[src/strap_params.svh]
// constants for the reset release and test strap capture block
// assumes a 250 MHz core clock
`ifndef STRAP_PARAMS_SVH
`define STRAP_PARAMS_SVH
`define STRAP_CLK_MHZ        250
`define STRAP_SAMPLE_NS      1500
`define STRAP_SAMPLE_CYCLES  ((`STRAP_SAMPLE_NS * `STRAP_CLK_MHZ) / 1000)
`define STRAP_PIN_COUNT      8
`define STRAP_MODE_NORMAL    8'h00
`endif

[src/strap_pkg.sv]
// types for the reset release and test strap capture block
// assumes strap_params.svh is compiled alongside
`default_nettype none
package strap_pkg;
  typedef enum logic [1:0] {
    ST_HELD   = 2'b00,
    ST_WAIT   = 2'b01,
    ST_DRIVE  = 2'b11
  } seq_state_t;
endpackage
`default_nettype wire

[src/reset_test_strap_sampling.sv]
// reset release sequencing and test strap capture
// assumes resetn_i is the chip reset pin, already debounced by its buffer,
// and that strap pins have weak pulldowns outside this logic
//
// Summary of operation
// RULE1 - reset pin active low, rising edge starts configuration
// RULE2 - reset driver releases only after supplies stable
// RULE3 - no output active while reset held low
// RULE4 - strap pins high impedance during reset
// RULE5 - sample strap pins about 1.5 us after release
// RULE6 - after sampling, drive strap pins as outputs
// RULE7 - high strap selects test mode; keep low
// RULE8 - scan reset input strapped low externally
// RULE9 - strap selection held until next reset
`include "strap_params.svh"
`default_nettype none
module reset_test_strap_sampling #(
  parameter int SAMPLE_CYCLES = `STRAP_SAMPLE_CYCLES,
  parameter int PIN_COUNT     = `STRAP_PIN_COUNT
) (
  // clock and reset
  input  wire logic                 core_clk_i,
  input  wire logic                 resetn_i,
  // factory scan reset strap
  input  wire logic                 factory_scan_reset_n_i,
  // test strap pins
  input  wire logic [PIN_COUNT-1:0] test_strap_pin_i,
  output var  logic [PIN_COUNT-1:0] test_strap_pin_o,
  output var  logic [PIN_COUNT-1:0] test_strap_pin_oe_o,
  // test output data from the core
  input  wire logic [PIN_COUNT-1:0] test_out_data_i,
  // configuration status
  output var  logic                 config_start_o,
  output var  logic                 config_active_o,
  output var  logic [PIN_COUNT-1:0] test_mode_sel_o,
  output var  logic                 test_mode_o,
  output var  logic                 scan_strap_fault_o
);
  localparam int CW = $clog2(SAMPLE_CYCLES + 1);

  initial begin
    if (SAMPLE_CYCLES < 1 || PIN_COUNT != `STRAP_PIN_COUNT)
      $error("reset_test_strap_sampling: unsupported parameters");
  end

  logic [PIN_COUNT-1:0]    strap_sync;
  logic                    scan_sync;
  strap_pkg::seq_state_t   state_r;
  strap_pkg::seq_state_t   state_nxt;
  logic [CW-1:0]           cnt_r;
  logic [CW-1:0]           cnt_nxt;
  logic [PIN_COUNT-1:0]    sel_nxt;
  logic [PIN_COUNT-1:0]    pin_nxt;
  logic [PIN_COUNT-1:0]    oe_nxt;
  logic                    start_nxt;
  logic                    active_nxt;
  logic                    mode_nxt;
  logic                    fault_nxt;
  logic                    leave_held;
  logic                    sample_now;

  // pins are asynchronous to the core clock
  reset_sync #(
    .WIDTH (PIN_COUNT + 1)
  ) u_sync (
    .core_clk_i (core_clk_i),
    .resetn_i   (resetn_i),
    .async_i    ({factory_scan_reset_n_i, test_strap_pin_i}),
    .sync_o     ({scan_sync, strap_sync})
  );

  // any high strap leaves normal operation
  function automatic logic is_test_code(
    input logic [PIN_COUNT-1:0] code
  );
    return (code != `STRAP_MODE_NORMAL);
  endfunction

  // sequencer: held, counting the sample delay, then driving
  always_comb begin
    state_nxt  = state_r;
    cnt_nxt    = cnt_r;
    leave_held = 1'b0;
    sample_now = 1'b0;
    case (state_r)
      strap_pkg::ST_HELD: begin
        // first clocked cycle after release is the rising edge
        state_nxt  = strap_pkg::ST_WAIT; // RULE1
        leave_held = 1'b1; // RULE1
        cnt_nxt    = '0;
      end
      strap_pkg::ST_WAIT: begin
        if (cnt_r == CW'(SAMPLE_CYCLES - 1)) begin
          // sync delay is inside the window, so sample stays near 1.5 us
          sample_now = 1'b1; // RULE5
          state_nxt  = strap_pkg::ST_DRIVE;
        end else begin
          cnt_nxt = cnt_r + CW'(1);
        end
      end
      strap_pkg::ST_DRIVE: begin
        // only a reset leaves this state
        state_nxt = strap_pkg::ST_DRIVE; // RULE9
      end
      default: begin
        state_nxt = strap_pkg::ST_HELD;
      end
    endcase
  end

  // async clear restarts the sequence on every reset
  always_ff @(posedge core_clk_i or negedge resetn_i) begin
    if (!resetn_i) begin
      state_r <= strap_pkg::ST_HELD;
      cnt_r   <= '0;
    end else begin
      state_r <= state_nxt;
      cnt_r   <= cnt_nxt;
    end
  end

  // status: one start pulse, then active until reset
  always_comb begin
    start_nxt  = leave_held; // RULE1
    active_nxt = config_active_o | leave_held;
  end

  always_ff @(posedge core_clk_i or negedge resetn_i) begin
    if (!resetn_i) begin
      config_start_o  <= 1'b0; // RULE3
      config_active_o <= 1'b0; // RULE3
    end else begin
      config_start_o  <= start_nxt;
      config_active_o <= active_nxt;
    end
  end

  // capture: loaded once per release, held after
  always_comb begin
    sel_nxt   = test_mode_sel_o; // RULE9
    mode_nxt  = test_mode_o;
    fault_nxt = scan_strap_fault_o;
    if (sample_now) begin
      sel_nxt   = strap_sync; // RULE5
      mode_nxt  = is_test_code(strap_sync); // RULE7
      // scan strap high risks a failed start-up
      fault_nxt = scan_sync; // RULE8
    end
  end

  always_ff @(posedge core_clk_i or negedge resetn_i) begin
    if (!resetn_i) begin
      test_mode_sel_o    <= `STRAP_MODE_NORMAL; // RULE9
      test_mode_o        <= 1'b0; // RULE3
      scan_strap_fault_o <= 1'b0; // RULE3
    end else begin
      test_mode_sel_o    <= sel_nxt;
      test_mode_o        <= mode_nxt;
      scan_strap_fault_o <= fault_nxt;
    end
  end

  // drive: pins float until the sample is taken
  always_comb begin
    pin_nxt = '0;
    oe_nxt  = '0; // RULE4
    if (state_r == strap_pkg::ST_DRIVE) begin
      // one cycle of lag on the data, traded for a clean pin
      pin_nxt = test_out_data_i; // RULE6
      oe_nxt  = '1; // RULE6
    end
  end

  // async clear floats the pins at once, no clock needed
  always_ff @(posedge core_clk_i or negedge resetn_i) begin
    if (!resetn_i) begin
      test_strap_pin_o    <= '0; // RULE3
      test_strap_pin_oe_o <= '0; // RULE4
    end else begin
      test_strap_pin_o    <= pin_nxt;
      test_strap_pin_oe_o <= oe_nxt;
    end
  end
endmodule
`default_nettype wire

[src/reset_sync.sv]
// two-flop synchroniser for an asynchronous pin level
// assumes one core clock and an active-low asynchronous reset
`default_nettype none
module reset_sync #(
  parameter int WIDTH = 1
) (
  // clock and reset
  input  wire logic             core_clk_i,
  input  wire logic             resetn_i,
  // level in and out
  input  wire logic [WIDTH-1:0] async_i,
  output var  logic [WIDTH-1:0] sync_o
);
  logic [WIDTH-1:0] meta_r;
  logic [WIDTH-1:0] meta_nxt;
  logic [WIDTH-1:0] sync_nxt;

  always_comb begin
    meta_nxt = async_i;
    sync_nxt = meta_r;
  end

  always_ff @(posedge core_clk_i or negedge resetn_i) begin
    if (!resetn_i) begin
      meta_r <= '0;
      sync_o <= '0;
    end else begin
      meta_r <= meta_nxt;
      sync_o <= sync_nxt;
    end
  end
endmodule
`default_nettype wire

[config.mk]
export PLATFORM = sky130hd
export DESIGN_NAME = reset_test_strap_sampling
export DESIGN_NICKNAME = d
export VERILOG_FILES = /design/src/strap_pkg.sv /design/src/reset_test_strap_sampling.sv /design/src/reset_sync.sv
export VERILOG_INCLUDE_DIRS = /design/src
export SDC_FILE = /design/constraint.sdc
export NUM_CORES = 1
export LEC_CHECK = 0
export BUFFER_PORTS_ARGS = -buffer_cell sky130_fd_sc_hd__buf_4
export CORE_MARGIN = 10
export CORE_UTILIZATION = 50
export DETAILED_ROUTE_END_ITERATION = 6
export HOLD_SLACK_MARGIN = 0.12
export PLACE_DENSITY = 0.81
export SLEW_MARGIN = 20
export SYNTH_ARGS = -nofsm -noshare
export SYNTH_HDL_FRONTEND = slang
export SYNTH_SLANG_ARGS = --single-unit
[constraint.sdc]
create_clock -name core_clk_i -period 2 [get_ports core_clk_i]
set_input_delay 0.2 -clock core_clk_i [delete_from_list [all_inputs] [get_ports core_clk_i]]
set_output_delay 0.2 -clock core_clk_i [all_outputs]
set_load 0.03 [all_outputs]
# == After elaboration in Yosys (flattened, before gate mapping) ==
# Index checks and enable logic that the tools add are counted.
# classes
n_addsub,1
mul,0
n_div,0
order_cmp,0
eq_ne,5
n_shift,0
n_mux,9
bitwise_logic,1
reduce_logical,4
# op_table
operator,n
9-bit case mux with 2 select lines,1
8-bit 2-to-1 mux,2
9-bit by 1-bit adder with 9-bit output (second input constant),1
9-bit == test (second input constant),1
9-bit 2-to-1 mux,1
8-bit nonzero test,1
2-bit case mux with 3 select lines,1
2-bit inequality test (second input constant),2
1-bit 2-to-1 mux,3
2-bit by 1-bit == test with 1-bit output (second input constant),1
2-bit == test (second input constant),1
2-bit logical NOT,1
2-bit 2-to-1 mux,1
2-bit AND reduction,1
2-bit nonzero test,1
1-bit bitwise OR,1
# word_totals
ff_bits,57
latchBits,0
mem_bits_rw,0
romBits,0
out_inout_bits,28
memories,0

# == Logic depth before layout (Yosys ltp) ==
# logic_depth
depth_word,3
depth_mapped,5
ltp_nobuf,5

# == By module ==
# A second synthesis with hierarchy kept.
# unflattened
cells_unflattened,134
hier_area_um2,1841.8
# modules_own_cells
mod,n_inst,cells_per_inst,area_each_um2,seq_area_each_um2
reset_test_strap_sampling,1,116,1391.3,800.8
reset_sync,1,18,450.4,450.4

# == Worst setup path before layout ==
# Ideal clock, no wire load.
# synth_timing
kind,reg-to-reg
startpoint,reg cnt_r[0]
endpoint,reg scan_strap_fault_o
setup_ps,125
arrival_ps,1544
slack_ps,331
path_stages_with_launch,6
path_cell_list,dfrtp_1 inv_1 ha_1 nand4b_1 nor3_4 mux2_2
# synth_via
elab_chain_len,3
# synth_rtl
element,line_no,rtl
"start, declared",reset_test_strap_sampling.sv:50,logic [CW-1:0] cnt_r;
"start signal, assigned",reset_test_strap_sampling.sv:118,cnt_r <= cnt_nxt;
9-bit == test,reset_test_strap_sampling.sv:93,if (cnt_r == CW'(SAMPLE_CYCLES - 1)) begin
1-bit 2-to-1 mux,reset_test_strap_sampling.sv:93,
1-bit 2-to-1 mux,reset_test_strap_sampling.sv:85,case (state_r)
"end signal, assigned",reset_test_strap_sampling.sv:159,scan_strap_fault_o <= fault_nxt;
"end, declared",reset_test_strap_sampling.sv:37,output var logic scan_strap_fault_o
# No other way between the ends.
# A chain may end at the register's enable or synchronous reset.

# == Worst setup path after layout ==
# layout_timing
startpoint,reg cnt_r[0]
endpoint,reg test_mode_sel_o[2]
# layout_via
elab_chain_len,3
# layout_rtl
element,line_no,rtl
9-bit == test,reset_test_strap_sampling.sv:93,
1-bit 2-to-1 mux,reset_test_strap_sampling.sv:93,
1-bit 2-to-1 mux,reset_test_strap_sampling.sv:85,
"end signal, assigned",reset_test_strap_sampling.sv:153,test_mode_sel_o <= `STRAP_MODE_NORMAL;
"end signal, assigned",reset_test_strap_sampling.sv:157,test_mode_sel_o <= sel_nxt;
"end, declared",reset_test_strap_sampling.sv:35,"output var logic [PIN_COUNT-1:0] test_mode_sel_o,"
# No other way between the ends.

==> impl_metrics.toml <==
[timing]
maxSlewHeadroom_pct = 60.02
layout_min_cycle_time_ps = 1825
period_share_pct = 91.23
fin_tns_setup_ps = 0
worstMarginPinSlew_ps = 599.6
slew_viol_final = 0
hold_violations = 0
finalSetupViolations = 0
clock.fmax_mhz = 548.0
fin_skew_ps = 5.170
rsz0062_at_grt = "false"

[place]
io_buffers = 46
place_inst = 221
hpwl_mm = 2.658
place.gp.congestion = 0.7762

[global_route]
grt_pass1_wl_mm = 6.092
grt_max_degree = 51
track_usage_pct = 12.09
antenna_found_initial = 0
grt_overflow = 0
grt_pass1_vias = 1292

[logic_synthesis]
syn_inst = 137
ys.flop_type = "dfrtp_1"
synth_fp_nets = 158
async_flop_share_pct = 100.0
ys_warn_count = 0
ys_seq_elements = 50
yosysUniqueCellTypes = 30
synth_area_mm2 = 0.001863
yosysSeqAreaShare_pct = 67.16
synth_edf_count = 0
avgSynthCellArea_um2 = 13.60

[floorplan]
die-area_mm2 = 0.006567
die_w_um = 81.04
rows = 22
pin_count = 47
core_mm2 = 0.003633
die_h_um = 81.04
initial_core_util_pct = 51.27

[run_status]
run_status = "complete, no violations"

[setup_path]
cp-startpoint = "cnt_r[0]"
crit_type = "register to register"
r2r_cells = 6
r2r-end = "test_mode_sel_o[2]"
crit_required_ps = 2190
critPathMaxFanout = 7
r2r_slack_ps = 180
cp-endpoint = "test_mode_sel_o[2]"
end_kind = "register"
crit_path_start_kind = "register"
critPathArrivalTime_ps = 2020
r2r-start = "cnt_r[0]"

[routing]
wl_per_cell_um = 15.69
ant_nets = 0
dr.first_iter.drc_count = 93
via_count = 1242
drc = 0
vias_per_cell = 5.154
drtPass1Iterations = 4
drt_wl_total_mm = 3.781

[power]
leakagePower_uw = 0.001201
vdd_drop_max_mv = 0.4620
powerDensity_mw_per_mm2 = 685.9

[clock_tree]
htree_levels = 2
cts_buffers = 5
clock_sinks = 50
clk_pin_slew_ps = 90
clockRootBuffer = "clkbuf_8"
clock_path_buffers = 2
cts_tree = "built"
insertion_delay_ps = 300
cts_resized = 0

[hold_path]
hold_path_class = "input pin to register"
hold_depth = 2

[layout]
drive_above_1_share_pct = 38.34
num-fill-cells = 285
final_util_pct = 66.39
finalNonFillerCells = 241
fin_nets = 213
area_delta_synth_final_pct = 29.48
antenna_cells = 0
layout_common_cells = "dfrtp_1 (50), buf_4 (50), mux2_2 (11), nand2_1 (10), dlygate4sd3_1 (10)"

[flow_run]
cap_viol_max_count = 0
[layer usage]
layer	share of wire (%)	up-vias	GRT usage, %
li1	-	592	-
met1	39	601	12.98
met2	52	43	20.54
met3	6.9	6	4.746
met4	1.7	0	5.709
met5	0	-	0
[cell type report]
class                   count  area (µm²)  share of cell area (%)
inverters                   2       7.507                  0.3112
repair buffers             60       475.5                   19.71
clock buffers               6       72.57                   3.008
well taps                  48       60.06                   2.490
flip-flops and latches     50        1251                   51.87
multi-input cells          73       531.8                   22.04
clock inverters             2       13.76                  0.5705
[synth_stat cells (all sizes together), types with 3 or more instances]
cell,n,area (µm²)
and3,8,50.05
buf,7,52.55
clkbuf,5,20.01
dfrtp,50,1251
mux2,11,123.9
nand2,10,37.54
nand3,4,20.02
nand4b,3,32.53
nor2,5,18.77
o211ai,5,37.54
or4,3,22.52
[worst max-delay path: stages (launching register included)]
cell and delay [ps]:
dfrtp_1 450, inv_1 90, ha_1 150, nand4b_1 260, nor3_4 260, buf_4 180
mux2_2 330
[report_power, final]
part           switching, µW  internal [µW]  total [µW]
logic                   25.4           35.1        60.5
clock network            312            247         559
registers               7.40           1030        1040
total                    344           1310        1650
[stage by stage]
step / hold WS [ps] / setup slack (ps) / cell area, µm² / total power, µW
after floorplan: -95.59 / 331.2 / 1863 / 1054
after global placement: 237.7 / 224.9 / 2211 / 1099
after detailed placement: 251.2 / 98.07 / 2211 / 1103
after CTS: 138.0 / 73.30 / 2397 / 1674
after global routing: 132.1 / 14.43 / 2412 / 1728
final: 146.1 / 175.3 / 2412 / 1655
[flip-flops by register name, indices dropped and copies added, names as in the netlist]
| register | cells |
|---|---|
| cnt_r | 9 |
| config_active_o | 1 |
| config_start_o | 1 |
| scan_strap_fault_o | 1 |
| state_r | 2 |
| test_mode_o | 1 |
| test_mode_sel_o | 8 |
| test_strap_pin_o | 8 |
| test_strap_pin_oe_o | 1 |
| u_sync.meta_r | 9 |
| u_sync.sync_o | 9 |
[how the worst min path moves through the flow]
stage                                   from                  end  slack [ps]
final                     test_out_data_i[3]  test_strap_pin_o[3]         150
after global routing      test_out_data_i[1]  test_strap_pin_o[1]         130
after CTS                 test_out_data_i[4]  test_strap_pin_o[4]         140
after detailed placement            resetn_i     u_sync.meta_r[1]         250
after global placement              resetn_i     u_sync.meta_r[3]         240
after floorplan                     resetn_i             cnt_r[0]        -100
[kinds of logic after synthesis]
kind of cell,synth area share [%]
compound gates,6.246
simple gates,14.31
buf+inv,4.298
mux,6.649
fa+ha+maj,1.343
flops,67.16
[repair_timing]
| action | CTS | global route |
|---|---|---|
| hold buffers | 10 | 0 |
| endpoints found under the hold margin | 59 | 0 |
| buffers inserted | 0 | 2 |
| endpoints found under the setup margin | 0 | 10 |
No activity file was read; power rests on OpenSTA's default activity.
